`src/core/mcs_defs.svh`:
```
`ifndef MCS_DEFS_SVH
`define MCS_DEFS_SVH
`define MCS_ADDR_W       19
`define MCS_CHAR_W       6
`define MCS_BANK_W       12
`define MCS_SECTOR_W     15
`define MCS_ADDR_MAX     19'h7_FFFF
`define MCS_VAR_TRAP_BIT 2
`define MCS_VAR_SPEC_BIT 3
`define MCS_VAR_W_LO     4
`define MCS_VAR_W_TWO    2'h1
`define MCS_VAR_W_FOUR   2'h3
`define MCS_CHARS_TWO    3'h2
`define MCS_CHARS_THREE  3'h3
`define MCS_CHARS_FOUR   3'h4
`endif

```
`src/core/mcs_pkg.sv`:
```
package mcs_pkg;
  typedef enum logic [1:0] {
    MCS_W2,
    MCS_W3,
    MCS_W4
  } mcs_width_type;
  typedef enum logic [1:0] {
    MCS_FMT_NONE,
    MCS_FMT_A,
    MCS_FMT_AB,
    MCS_FMT_ABV
  } mcs_fmt_type;
endpackage : mcs_pkg

```
`src/core/mcs_mode_seq.sv`:
```
`timescale 1ns/1ns
`include "mcs_defs.svh"
module mcs_mode_seq (
  input  wire logic                        clock,         // System clock
  input  wire logic                        rst_n,         // Async reset, active low
  input  wire logic                        opValid,       // Decoded op presented, one cycle
  input  wire logic                        modeOp,        // Op is change_addressing_mode_op
  input  wire logic                        seqOp,         // Op is change_sequencing_op
  input  wire logic                        opMarked,      // Op char has item or record mark
  input  wire mcs_pkg::mcs_fmt_type        opFmt,         // Operand format of the op
  input  wire logic [`MCS_CHAR_W-1:0]      variantIn,     // Variant character of the op
  input  wire logic [`MCS_ADDR_W-1:0]      aAddrIn,       // Raw A address field
  input  wire logic [`MCS_ADDR_W-1:0]      bAddrIn,       // Raw B address field
  input  wire logic [`MCS_ADDR_W-1:0]      nextAddr,      // Next instruction address
  input  wire logic                        altLoad,       // Load alternate sequence reg
  input  wire logic [`MCS_ADDR_W-1:0]      altLoadVal,    // Value for alternate load
  input  wire logic                        seqLoad,       // Normal sequence advance
  output mcs_pkg::mcs_width_type           addrWidth_r,   // Current addressing width
  output logic [2:0]                       addrChars_r,   // Address chars to fetch
  output logic                             trapMode_r,    // Trap mode active
  output logic                             specMode_r,    // Special mode active
  output logic                             execSeq_r,     // Sequence change executed, pulse
  output logic                             suppressOp_r,  // Original op suppressed, pulse
  output logic                             wordMarkWe_r,  // Word-mark write enable
  output logic [`MCS_ADDR_W-1:0]           seqReg_r,      // Sequence register
  output logic [`MCS_ADDR_W-1:0]           altSeqReg_r,   // Alternate sequence register
  output logic [`MCS_ADDR_W-1:0]           aOperandReg_r, // A operand address register
  output logic [`MCS_ADDR_W-1:0]           bOperandReg_r, // B operand address register
  output logic [`MCS_CHAR_W-1:0]           variantReg_r   // Variant register
);
  import mcs_pkg::*;

  // ==========================================================
  // Decode
  // ==========================================================
  logic                   doTrap;
  logic                   doSeq;
  logic                   doMode;
  mcs_width_type          width_nxt;
  logic [`MCS_ADDR_W-1:0] aEff;
  logic [`MCS_ADDR_W-1:0] bEff;

  assign doTrap = opValid && trapMode_r && opMarked;
  assign doSeq  = opValid && (seqOp || doTrap);
  assign doMode = opValid && modeOp && !doTrap;

  always_comb begin
    case (variantIn[`MCS_CHAR_W-1:`MCS_VAR_W_LO])
      `MCS_VAR_W_TWO:  width_nxt = MCS_W2;
      `MCS_VAR_W_FOUR: width_nxt = MCS_W4;
      default:         width_nxt = MCS_W3;
    endcase
  end

  // Bank or sector bits come from the current sequence address
  function automatic logic [`MCS_ADDR_W-1:0] reach(
    input mcs_width_type w, input logic [`MCS_ADDR_W-1:0] raw,
    input logic [`MCS_ADDR_W-1:0] base);
    case (w)
      MCS_W2:  reach = {base[`MCS_ADDR_W-1:`MCS_BANK_W], raw[`MCS_BANK_W-1:0]};
      MCS_W3:  reach = {base[`MCS_ADDR_W-1:`MCS_SECTOR_W], raw[`MCS_SECTOR_W-1:0]};
      default: reach = raw & `MCS_ADDR_MAX;
    endcase
  endfunction : reach

  assign aEff = reach(addrWidth_r, aAddrIn, seqReg_r);
  assign bEff = reach(addrWidth_r, bAddrIn, seqReg_r);

  // ==========================================================
  // Mode state
  // ==========================================================
  always_ff @(posedge clock or negedge rst_n) begin
    if (!rst_n) begin
      addrWidth_r <= MCS_W3;
      trapMode_r  <= 1'b0;
      specMode_r  <= 1'b0;
    end else if (doMode) begin
      addrWidth_r <= width_nxt;
      trapMode_r  <= variantIn[`MCS_VAR_TRAP_BIT];
      specMode_r  <= variantIn[`MCS_VAR_SPEC_BIT];
    end
  end

  always_ff @(posedge clock or negedge rst_n) begin
    if (!rst_n) begin
      addrChars_r <= `MCS_CHARS_THREE;
    end else begin
      case (doMode ? width_nxt : addrWidth_r)
        MCS_W2:  addrChars_r <= `MCS_CHARS_TWO;
        MCS_W4:  addrChars_r <= `MCS_CHARS_FOUR;
        default: addrChars_r <= `MCS_CHARS_THREE;
      endcase
    end
  end

  // ==========================================================
  // Pulses
  // ==========================================================
  always_ff @(posedge clock or negedge rst_n) begin
    if (!rst_n) begin
      execSeq_r    <= 1'b0;
      suppressOp_r <= 1'b0;
      wordMarkWe_r <= 1'b0;
    end else begin
      execSeq_r    <= doSeq;
      suppressOp_r <= doTrap;
      wordMarkWe_r <= 1'b0;
    end
  end

  // ==========================================================
  // Sequence registers
  // ==========================================================
  always_ff @(posedge clock or negedge rst_n) begin
    if (!rst_n) begin
      seqReg_r    <= '0;
      altSeqReg_r <= '0;
    end else if (doSeq) begin
      seqReg_r    <= altSeqReg_r;
      altSeqReg_r <= nextAddr;
    end else begin
      if (doMode || seqLoad) begin
        seqReg_r <= nextAddr;
      end
      if (altLoad) begin
        altSeqReg_r <= altLoadVal;
      end
    end
  end

  // ==========================================================
  // Operand registers
  // ==========================================================
  always_ff @(posedge clock or negedge rst_n) begin
    if (!rst_n) begin
      aOperandReg_r <= '0;
      bOperandReg_r <= '0;
      variantReg_r  <= '0;
    end else if (doSeq) begin
      if (opFmt != MCS_FMT_NONE) begin
        aOperandReg_r <= aEff;
      end
      if (opFmt == MCS_FMT_AB || opFmt == MCS_FMT_ABV) begin
        bOperandReg_r <= bEff;
      end
      if (opFmt == MCS_FMT_ABV) begin
        variantReg_r <= variantIn;
      end
    end
  end

  // ==========================================================
  // Checks
  // ==========================================================
  AST_TRAP_SWAP: assert property (@(posedge clock) disable iff (!rst_n)
    doTrap |=> execSeq_r && suppressOp_r && seqReg_r == $past(altSeqReg_r))
    else $error("Trapped op did not swap sequence");
  AST_SWAP_ALT: assert property (@(posedge clock) disable iff (!rst_n)
    doSeq |=> altSeqReg_r == $past(nextAddr))
    else $error("Alternate register missed next address");
  AST_MODE_W2: assert property (@(posedge clock) disable iff (!rst_n)
    (doMode && variantIn[5:4] == 2'h1) |=> addrWidth_r == MCS_W2 && addrChars_r == 3'h2)
    else $error("Two-character mode not selected");
  AST_MODE_FLAGS: assert property (@(posedge clock) disable iff (!rst_n)
    doMode |=> trapMode_r == $past(variantIn[2]) && specMode_r == $past(variantIn[3]))
    else $error("Trap or special flag wrong");
  AST_MODE_KEEP: assert property (@(posedge clock) disable iff (!rst_n)
    doMode |=> $stable(aOperandReg_r) && $stable(bOperandReg_r)
      && seqReg_r == $past(nextAddr))
    else $error("Mode op disturbed address registers");
  AST_HOLD: assert property (@(posedge clock) disable iff (!rst_n)
    !doMode |=> $stable(addrWidth_r))
    else $error("Width changed without mode op");
  AST_A_ONLY: assert property (@(posedge clock) disable iff (!rst_n)
    (doSeq && opFmt == MCS_FMT_A) |=> $stable(bOperandReg_r) && $stable(variantReg_r))
    else $error("A-only form touched B or variant");
  AST_FULL: assert property (@(posedge clock) disable iff (!rst_n)
    (doSeq && opFmt == MCS_FMT_ABV) |=> variantReg_r == $past(variantIn))
    else $error("Variant not loaded");
  AST_NO_WM: assert property (@(posedge clock) disable iff (!rst_n)
    !wordMarkWe_r)
    else $error("Word mark write raised");
  AST_REACH2: assert property (@(posedge clock) disable iff (!rst_n)
    (doSeq && opFmt != MCS_FMT_NONE && addrWidth_r == MCS_W2)
      |=> aOperandReg_r[18:12] == $past(seqReg_r[18:12]))
    else $error("Two-character address left its bank");

  // ==========================================================
  // Further checks
  // ==========================================================
  // Width decode for the wider modes
  AST_MODE_W3: assert property (@(posedge clock) disable iff (!rst_n)
    (doMode && variantIn[4] == 1'b0) |=> addrWidth_r == MCS_W3 && addrChars_r == 3'h3)
    else $error("Three-character mode not selected");

  AST_MODE_W4: assert property (@(posedge clock) disable iff (!rst_n)
    (doMode && variantIn[5:4] == 2'h3) |=> addrWidth_r == MCS_W4 && addrChars_r == 3'h4)
    else $error("Four-character mode not selected");

  // Fetch count always follows the held width
  AST_CHARS_TRACK: assert property (@(posedge clock) disable iff (!rst_n)
    addrChars_r == ((addrWidth_r == MCS_W2) ? 3'h2 : (addrWidth_r == MCS_W4) ? 3'h4 : 3'h3))
    else $error("Fetch count does not match width");

  AST_TRAP_HOLD: assert property (@(posedge clock) disable iff (!rst_n)
    !doMode |=> $stable(trapMode_r))
    else $error("Trap flag changed without mode op");

  AST_SPEC_HOLD: assert property (@(posedge clock) disable iff (!rst_n)
    !doMode |=> $stable(specMode_r))
    else $error("Special flag changed without mode op");

  AST_NO_TRAP_OFF: assert property (@(posedge clock) disable iff (!rst_n)
    (opValid && !trapMode_r) |=> !suppressOp_r)
    else $error("Op suppressed outside trap mode");

  AST_SUPP_EXEC: assert property (@(posedge clock) disable iff (!rst_n)
    suppressOp_r |-> execSeq_r)
    else $error("Suppressed op without sequence change");

  // A trapped mode op must not reach the mode state
  AST_TRAP_NO_MODE: assert property (@(posedge clock) disable iff (!rst_n)
    doTrap |=> $stable(addrWidth_r) && $stable(trapMode_r) && $stable(specMode_r))
    else $error("Trapped op changed the mode");

  AST_TRAP_OPS: assert property (@(posedge clock) disable iff (!rst_n)
    (doTrap && opFmt == MCS_FMT_ABV && addrWidth_r == MCS_W4)
      |=> aOperandReg_r == $past(aAddrIn) && bOperandReg_r == $past(bAddrIn)
      && variantReg_r == $past(variantIn))
    else $error("Trapped operands not routed");

  AST_SEQ_JUMP: assert property (@(posedge clock) disable iff (!rst_n)
    doSeq |=> seqReg_r == $past(altSeqReg_r))
    else $error("Sequence change did not branch");

  AST_EXEC_ONLY: assert property (@(posedge clock) disable iff (!rst_n)
    !doSeq |=> !execSeq_r)
    else $error("Sequence pulse without sequence change");

  AST_NONE_KEEP: assert property (@(posedge clock) disable iff (!rst_n)
    (doSeq && opFmt == MCS_FMT_NONE) |=> $stable(aOperandReg_r) && $stable(bOperandReg_r)
      && $stable(variantReg_r))
    else $error("Bare form touched operand registers");

  AST_A_LOAD: assert property (@(posedge clock) disable iff (!rst_n)
    (doSeq && opFmt == MCS_FMT_A && addrWidth_r == MCS_W4)
      |=> aOperandReg_r == $past(aAddrIn))
    else $error("A-only form did not load A");

  AST_AB_LOAD: assert property (@(posedge clock) disable iff (!rst_n)
    (doSeq && opFmt == MCS_FMT_AB && addrWidth_r == MCS_W4)
      |=> aOperandReg_r == $past(aAddrIn) && bOperandReg_r == $past(bAddrIn)
      && $stable(variantReg_r))
    else $error("A and B form did not load both");

  // Reach: upper bits come from the current sequence address
  AST_REACH3: assert property (@(posedge clock) disable iff (!rst_n)
    (doSeq && opFmt != MCS_FMT_NONE && addrWidth_r == MCS_W3)
      |=> aOperandReg_r[18:15] == $past(seqReg_r[18:15]))
    else $error("Three-character address left its sector");

  AST_REACH2B: assert property (@(posedge clock) disable iff (!rst_n)
    (doSeq && (opFmt == MCS_FMT_AB || opFmt == MCS_FMT_ABV) && addrWidth_r == MCS_W2)
      |=> bOperandReg_r[18:12] == $past(seqReg_r[18:12]))
    else $error("Two-character B address left its bank");

  AST_LOW_BITS2: assert property (@(posedge clock) disable iff (!rst_n)
    (doSeq && opFmt != MCS_FMT_NONE && addrWidth_r == MCS_W2)
      |=> aOperandReg_r[11:0] == $past(aAddrIn[11:0]))
    else $error("Two-character address bits lost");

  AST_MODE_NO_VAR: assert property (@(posedge clock) disable iff (!rst_n)
    (doMode && !seqOp) |=> $stable(variantReg_r) && !execSeq_r)
    else $error("Mode op touched variant or sequence pulse");

  AST_MODE_ALT: assert property (@(posedge clock) disable iff (!rst_n)
    (doMode && !seqOp && !altLoad) |=> $stable(altSeqReg_r))
    else $error("Mode op changed alternate register");

  // Alternate register load from the control-register path
  AST_ALT_LOAD: assert property (@(posedge clock) disable iff (!rst_n)
    (altLoad && !doSeq) |=> altSeqReg_r == $past(altLoadVal))
    else $error("Alternate register load lost");

  AST_IDLE_SEQ: assert property (@(posedge clock) disable iff (!rst_n)
    (!doSeq && !doMode && !seqLoad) |=> $stable(seqReg_r))
    else $error("Sequence register moved while idle");

  AST_IDLE_OPS: assert property (@(posedge clock) disable iff (!rst_n)
    !doSeq |=> $stable(aOperandReg_r) && $stable(bOperandReg_r) && $stable(variantReg_r))
    else $error("Operand registers moved without sequence change");

  AST_MARK_PLAIN: assert property (@(posedge clock) disable iff (!rst_n)
    (opValid && opMarked && !trapMode_r && !seqOp) |=> !execSeq_r)
    else $error("Marked op trapped outside trap mode");

  AST_SEQ_LOAD: assert property (@(posedge clock) disable iff (!rst_n)
    (seqLoad && !doSeq) |=> seqReg_r == $past(nextAddr))
    else $error("Sequence advance lost");
endmodule : mcs_mode_seq

```
`config.mk`:
```
export PLATFORM = sky130hd
export DESIGN_NAME = mcs_mode_seq
export DESIGN_NICKNAME = d
export VERILOG_FILES = /design/src/core/mcs_pkg.sv /design/src/core/mcs_mode_seq.sv
export VERILOG_INCLUDE_DIRS = /design/src /design/src/core
export SDC_FILE = /design/constraint.sdc
export NUM_CORES = 1
export LEC_CHECK = 0
export ABC_AREA = 0
export BUFFER_PORTS_ARGS = -buffer_cell sky130_fd_sc_hd__buf_2
export CORE_MARGIN = 2
export CORE_UTILIZATION = 40
export CTS_CLUSTER_SIZE = 30
export DETAILED_ROUTE_END_ITERATION = 12
export PLACE_DENSITY_LB_ADDON = 0.05
export SLEW_MARGIN = 20
export SYNTH_ARGS = -nofsm -noshare
export SYNTH_HDL_FRONTEND = slang
export SYNTH_SLANG_ARGS = --single-unit
```
`constraint.sdc`:
```
create_clock -name clock -period 1.75 [get_ports clock]
set_input_delay 0.0875 -clock clock [delete_from_list [all_inputs] [get_ports clock]]
set_output_delay 0.0875 -clock clock [all_outputs]
set_load 0.005 [all_outputs]
```
; ---- Word level (Yosys, flattened, before mapping)
; Index checks and enable logic that the tools add are counted.
[word_totals]
elab_cells = 43
reg_bits = 91
inputBits = 92
out_inout_bits = 92
[op_classes]
n_reduce_logical = 17
n_mux = 9
eq_ne = 6
[ops]
columns = op, count
row1 = 2-to-1 mux 19 bit, 4
row2 = one-hot mux 19 bit (2 select lines), 2
row3 = "equality test 2 bit, second input constant", 4
row4 = one-hot mux 3 bit (2 select lines), 1
row5 = AND reduction 2 bit, 3
row6 = nonzero test 2 bit, 3
row7 = logical AND 1 bit, 5
row8 = "equality test 2 x 1 -> 1 bit, second input constant", 2
row9 = zero test 2 bit, 2
row10 = one-hot mux 2 bit (2 select lines), 1
row11 = logical OR 1 bit, 3
row12 = 2-to-1 mux 2 bit, 1
row13 = zero test 1 bit, 1

; ---- Longest topological paths before layout
; Gate-level depths: netlist of the first run.
[depth]
word_depth = 7
depth_mapped = 5
ltp_nobuf = 3

; ---- Worst setup path before layout of the first run
; Ideal clock, no wire load.
[synth_timing]
path_kind = register to register
startpoint = register trapMode_r
endpoint = register bOperandReg_r[10]
n_path_buf = 2
path_slack_ns = 0.118
required_ns = 1.625
period_less_slack_ns = 1.632
setup_time_ns = 0.125
stages_incl_launch_ff = 6
arrival_ns = 1.507
cell_sequence = dfrtp_1 -> a21oi_2 -> nand3b_1 -> buf_4 -> buf_6 -> mux2_2
[synth_via]
elab_chain_cells = 5
[synth_lines]
columns = item, line_no
row1 = start: declaration, mcs_mode_seq.sv:20  ; output logic trapMode_r,
row2 = start signal: assignment, mcs_mode_seq.sv:79  ; trapMode_r <= variantIn[`MCS_VAR_TRAP_BIT];
row3 = logical AND 1 bit (2 in series), mcs_mode_seq.sv:43  ; assign doTrap = opValid && trapMode_r && opMarked;
row4 = logical OR 1 bit, mcs_mode_seq.sv:44  ; assign doSeq = opValid && (seqOp || doTrap);
row5 = logical AND 1 bit, mcs_mode_seq.sv:44
row6 = AND reduction 2 bit (no line), n/a
row7 = end signal: assignment, mcs_mode_seq.sv:137  ; bOperandReg_r <= '0;
row8 = end signal: assignment, mcs_mode_seq.sv:144  ; bOperandReg_r <= bEff;
row9 = end: declaration, mcs_mode_seq.sv:28  ; output logic [`MCS_ADDR_W-1:0] bOperandReg_r,
; No other way between the ends.
; A chain may end at the register's enable or synchronous reset.

; ---- Worst setup path after layout of the first run
[layout_timing]
startpoint = register trapMode_r
endpoint = register bOperandReg_r[7]
; The elaborated chain is that of the path after synthesis.

==> results of run 1 <==
-- cells in the mapped netlist --
| library cell | instances |
|---|---|
| nor2_1 | 1 |
| dfstp_2 | 2 |
| buf_6 | 2 |
| inv_2 | 1 |
| a21oi_2 | 1 |
| inv_1 | 1 |
| nand3b_1 | 1 |
| nand2b_1 | 4 |
| buf_4 | 4 |
| nor3_4 | 1 |
| mux2_2 | 63 |
| mux2i_1 | 32 |
| o21ai_0 | 6 |
| and2_1 | 1 |
| o21a_1 | 1 |
| or3_1 | 1 |
| nor3_1 | 32 |
| nand3_1 | 1 |
| clkbuf_1 | 8 |
| buf_2 | 7 |
| or2_2 | 2 |
| dfrtp_1 | 88 |
| nor3_2 | 1 |
| and3_1 | 1 |
| nand2_1 | 21 |
| a21oi_1 | 33 |
| conb_1 | 1 |
-- layout make-up --
type / count / share of cell area, %
Sequential cell: 90 / 39.4
Multi-Input combinational cell: 204 / 28.0
Timing Repair Buffer: 238 / 25.8
Tap cell: 133 / 2.90
Clock buffer: 11 / 2.47
Clock inverter: 5 / 1.35
Inverter: 2 / 0.131
-- kinds of logic after synthesis --
kind of cell / share of synthesized area [%]
simple gates: 8.53
flops: 56.9
buf+inv: 3.16
compound gates: 5.34
mux: 26.0
other cells: 0.0946
-- flip-flops by register name (all words and copies together) (netlist names), named ones only --
register       flops
addrChars_r        3
seqReg_r          19
suppressOp_r       1
specMode_r         1
altSeqReg_r       19
bOperandReg_r     19
trapMode_r         1
execSeq_r          1
aOperandReg_r     19
variantReg_r       6
-- power breakdown --
group | switching (mW) | internal, mW | leakage, nW
combinational | 0.634 | 0.847 | 1.60
clock | 0.741 | 0.840 | 0.109
sequential | 0.233 | 2.49 | 1.04
-- per-stage QoR --
| step | utilization, % | hold WS (ps) | total power [mW] | instance area [sq um] |
|---|---|---|---|---|
| 6_report | 59.2 | 17.3 | 5.79 | 5730 |
| 3_5_place_dp | 52.6 | -36.6 | 4.21 | 5090 |
| 2_1_floorplan | - | -208 | 3.44 | 3960 |
| 4_1_cts | 59.2 | 1.31 | 5.86 | 5730 |
| 3_3_place_gp | 52.6 | -35.8 | 4.16 | 5090 |
| 5_1_grt | 59.2 | 16.7 | 6.13 | 5730 |
-- routing by layer --
metal / routed length (um) / up-vias
met5: 0 / -
met1: 4550 / 1636
met2: 5430 / 97
met3: 451 / 10
met4: 132 / 0
li1: - / 1574
-- what timing repair did --
| action | CTS | global route |
|---|---|---|
| setup buffers | 0 | 0 |
| hold buffers | 42 | 0 |
| hold endpoints to repair | 131 | 0 |
-- worst register-to-register path: stages (launching register included) --
cell and delay, ps:
dfrtp_1 440, a21oi_4 270, nand3b_1 200, buf_12 180, mux2_2 350
-- worst max path at each step --
stage | end | slack, ps | startpoint
detailed placement | bOperandReg_r[15]$_DFFE_PN0P_ | 210 | trapMode_r$_DFFE_PN0P_
CTS | aOperandReg_r[12]$_DFFE_PN0P_ | 200 | addrChars_r[0]$_DFF_PN1_
finish | bOperandReg_r[7]$_DFFE_PN0P_ | 200 | trapMode_r$_DFFE_PN0P_
global placement | bOperandReg_r[12]$_DFFE_PN0P_ | 220 | addrChars_r[0]$_DFF_PN1_
floorplan | bOperandReg_r[10]$_DFFE_PN0P_ | 120 | trapMode_r$_DFFE_PN0P_
global route | seqReg_r[1]$_DFFE_PN0P_ | 120 | trapMode_r$_DFFE_PN0P_
==> flow_metrics.tcl, run 1 <==
set metrics [dict create \
    core_area_sq_mm 0.00968 \
    seq_area_frac_synth_pct 56.9 \
    slew_violations 0 \
    required_ps 1990 \
    max_cap_violations 0 \
    multi_input_area_sq_mm 0.00161 \
    cp.depth 4 \
    finClkSkew_ps 9.12 \
    min-delay-start "nextAddr[9]" \
    irDropWorstVdd_mv 0.428 \
    worstSetupStartpointType "flop" \
    min_path_type "primary input to flop" \
    yosysTopAreaCell "dfrtp_1" \
    cts_sinks 90 \
    ctsLongestPathBuffers 2 \
    grt_pass1_wl_um 17300 \
    synth_top_area_share_pct 55.6 \
    final_cell_mix "buf_2, dfrtp_1, mux2_2" \
    r2r_cells 4 \
    dp_slack_ps 207 \
    cts_tree "done" \
    maxSlewHeadroom_pct 57.1 \
    syn_inst 317 \
    insertion_delay_ps 350 \
    status "complete, no violations" \
    r2r_end "bOperandReg_r[7]$_DFFE_PN0P_" \
    synthTopCellsByArea "dfrtp_1, mux2_2, mux2i_1" \
    port_buffers 182 \
    clk_pin_slew_ps 90 \
    setup.worst_path.end_class "flop" \
    busiest_layer "met2" \
    grtUsageTotal_pct 20.1 \
    holdPathStages 3 \
    synth_fp_nets 409 \
    rsz0062_at_grt "no" \
    fp.dieW_um 104 \
    min_period_ps 1550 \
    crit_chain "a21oi_4 > nand3b_1 > buf_12 > mux2_2" \
    hold_end "altSeqReg_r[9]$_DFFE_PN0P_" \
    synth_cell_types 27 \
    hold_violations 0 \
    syn_area_sq_mm 0.00396 \
    syn-mean-instance-area_sq_um 12.5 \
    area_delta_synth_final_pct 44.6 \
    grt_pass1_vias 3459 \
    grt.met1_usage_pct 25.0 \
    io_pins 184 \
    cts-root-buf "clkbuf_8" \
    ctsResizeCount 0 \
    rows 36 \
    critPathBufInv 1 \
    vias 3317 \
    layout.cells.non_filler 683 \
    die_h_um 104 \
    fin_nets 637 \
    seqCellArea_sq_mm 0.00225 \
    ant_nets 0 \
    viasPerCell 4.86 \
    criticalPathCategory "flop to flop" \
    cpMaxStageDelayCell "dfrtp_1" \
    antenna_cells 0 \
    power_density_mw_per_mm2 1010 \
    yosys_warnings 0 \
    final_common_cell "buf_2" \
    wl_um 10600 \
    worst_slack_ps 204 \
    use_met3_pct 3.34 \
    period_share_pct 88.4 \
    start_util_pct 40.9 \
    layout-drive-gt1-share_pct 51.6 \
    reg2reg_slack_ps 200 \
    drt-initial-drc-count 90 \
    grt_start_max_net_pins 36 \
    fillers 839 \
    htree_levels 3 \
    max_freq_ghz 0.647 \
    dieArea_sq_mm 0.0107 \
    wl_per_cell_um 15.5 \
    cp_slowest_stage_delay_ps 440 \
    drc_errors 0 \
    crit_fanout 19 \
    final-setup-viol-count 0 \
    gp_congestion 0.777 \
    placedCellCount 625 \
    setup_total_negative_slack_ps 0 \
    numCtsBuffers 9 \
    overflow 0 \
    leakage_nw 2.75 \
    dpl.hpwl_um 7550 \
    tightest_slew_ps 643 \
    synth_seq_cells 90 \
    cp_top_family "flip-flops" \
    antenna_found_initial 0 \
    dr.pass1.iters 4 \
    grt_use_met2_pct 35.4 \
    arrival_ps 1780 \
    r2r_start "trapMode_r$_DFFE_PN0P_" \
]
No activity file was read; power rests on OpenSTA's default activity.
==> run 2: changes to the inputs <==
--- a/config.mk
+++ b/config.mk
@@ -9,7 +9,7 @@
 export ABC_AREA = 0
 export BUFFER_PORTS_ARGS = -buffer_cell sky130_fd_sc_hd__buf_2
 export CORE_MARGIN = 2
-export CORE_UTILIZATION = 40
+export CORE_UTILIZATION = 47
 export CTS_CLUSTER_SIZE = 30
 export DETAILED_ROUTE_END_ITERATION = 12
 export PLACE_DENSITY_LB_ADDON = 0.05
==> flow_metrics.tcl, run 2 (synthesized netlist as in run 1, its figures left out) <==
set metrics [dict create \
    cp_common_cell "mux2_2" \
    finClkSkew_ps 9.38 \
    cp.depth 3 \
    required_ps 1990 \
    critPathBufInv 0 \
    period_share_pct 88.0 \
    min_period_ps 1540 \
    ant_nets 0 \
    rows 33 \
    leakage_nw 2.76 \
    dieArea_sq_mm 0.00918 \
    die_h_um 95.8 \
    tightest_slew_ps 612 \
    cts-root-buf "clkbuf_8" \
    worstSetupStartpointType "flop" \
    holdPathStages 3 \
    final_cell_mix "buf_2, dfrtp_1, mux2_2" \
    cpMaxStageDelayCell "dfstp_2" \
    setup.worst_path.end_class "flop" \
    area_delta_synth_final_pct 44.3 \
    grt_pass1_vias 3268 \
    grt_pass1_wl_um 15500 \
    grtUsageTotal_pct 22.3 \
    dpl.hpwl_um 7040 \
    gp_congestion 0.804 \
    htree_levels 3 \
    final_common_cell "buf_2" \
    port_buffers 182 \
    crit_chain "or2_2 > mux2_2 > mux2_2" \
    numCtsBuffers 9 \
    power_density_mw_per_mm2 1050 \
    final_core_util_pct 70.0 \
    fillers 653 \
    ctsLongestPathBuffers 2 \
    max_freq_ghz 0.650 \
    min_path_type "primary input to flop" \
    crit_fanout 6 \
    hold_buffers 41 \
    wl_um 10200 \
    cp_slowest_stage_delay_ps 580 \
    fp.dieW_um 95.8 \
    viasPerCell 5.01 \
    setup_total_negative_slack_ps 0 \
    r2r_cells 3 \
    status "complete, no violations" \
    hold_violations 0 \
    criticalPathCategory "flop to flop" \
    vias 3264 \
    io_pins 184 \
    final-setup-viol-count 0 \
    core_area_sq_mm 0.00818 \
    drc_errors 0 \
    insertion_delay_ps 350 \
    wl_per_cell_um 15.6 \
    fin_nets 633 \
    layout.cells.non_filler 651 \
    dr.pass1.iters 4 \
    arrival_ps 1780 \
    clk_pin_slew_ps 100 \
    ctsResizeCount 0 \
    slew_violations 0 \
    drt-initial-drc-count 90 \
    grt_start_max_net_pins 41 \
    maxSlewHeadroom_pct 59.2 \
    cp_top_family "multiplexers" \
    cts_sinks 90 \
    max_cap_violations 0 \
    rsz0062_at_grt "no" \
    post-cts-setup-buffer-count 0 \
    cts_tree "done" \
    start_util_pct 48.5 \
    layout-drive-gt1-share_pct 51.6 \
    overflow 0 \
    antenna_found_initial 0 \
    irDropWorstVdd_mv 0.557 \
    antenna_cells 0 \
    placedCellCount 594 \
]
==> run 2: cell count changes in the layout (fill, tap and decap cells not counted), sizes merged <==
| cell | previous run | this run |
|---|---|---|
| buf | 196 | 193 |
| bufinv | 2 | 3 |
| clkbuf | 11 | 10 |
| clkinv | 2 | 1 |
| clkinvlp | 1 | 0 |
| dlygate4sd3 | 42 | 41 |
| inv | 2 | 4 |
==> run 2: worst reg2reg max path, stage by stage (launching register included) <==
cell and delay [ps]:
dfstp_2 580, or2_2 220, mux2_2 360, mux2_2 270
==> run 2: path summary, 6_finish.rpt <==
kind / slack (ps) / startpoint / end
worst max register to register: 210 / addrChars_r[0]$_DFF_PN1_ / bOperandReg_r[13]$_DFFE_PN0P_
worst min-delay path: 20 / nextAddr[11] / altSeqReg_r[11]$_DFFE_PN0P_
worst min register to register: 510 / variantReg_r[3]$_DFFE_PN0P_ / variantReg_r[3]$_DFFE_PN0P_
worst max-delay path: 210 / addrChars_r[0]$_DFF_PN1_ / bOperandReg_r[13]$_DFFE_PN0P_
max in group asynchronous: 930 / rst_n / aOperandReg_r[0]$_DFFE_PN0P_
min in group asynchronous: 250 / rst_n / bOperandReg_r[1]$_DFFE_PN0P_
==> run 2: report_power, final <==
group	switching, mW	internal, mW	total [mW]
clock network	0.760	1.01	1.77
logic	0.633	0.847	1.48
registers	0.237	2.49	2.73
==> run 2: area by class of cell <==
type	count	area, sq um	share of cell area (%)
inverter	2	7.51	0.131
sequential	90	2250	39.4
tap	105	131	2.30
multi-input combinational	204	1600	27.9
clock inverter	6	121	2.12
clock buffer	10	138	2.41
timing repair buffer	234	1470	25.7
==> run 2: per-stage QoR <==
| stage | hold WS (ps) | total power, mW | setup slack, ps | instance area [sq um] |
|---|---|---|---|---|
| finish | 17.9 | 5.98 | 211 | 5720 |
| CTS | 0.633 | 6.06 | 199 | 5720 |
| global placement | 105 | 4.14 | 270 | 5050 |
| floorplan | -208 | 3.44 | 118 | 3960 |
| global route | 7.57 | 6.33 | 132 | 5720 |
| detailed placement | 104 | 4.20 | 212 | 5050 |
==> run 2: per-layer routing <==
layer  GRT usage, %  vias up  wire length (um)  part of all wire [%]
met5              0        -                 0                     0
met4           8.69        0               185                   1.8
met1           27.5     1569              4160                    41
li1               -     1566                 -                     -
met2           38.3      113              5180                    51
met3           4.93       16               649                   6.4
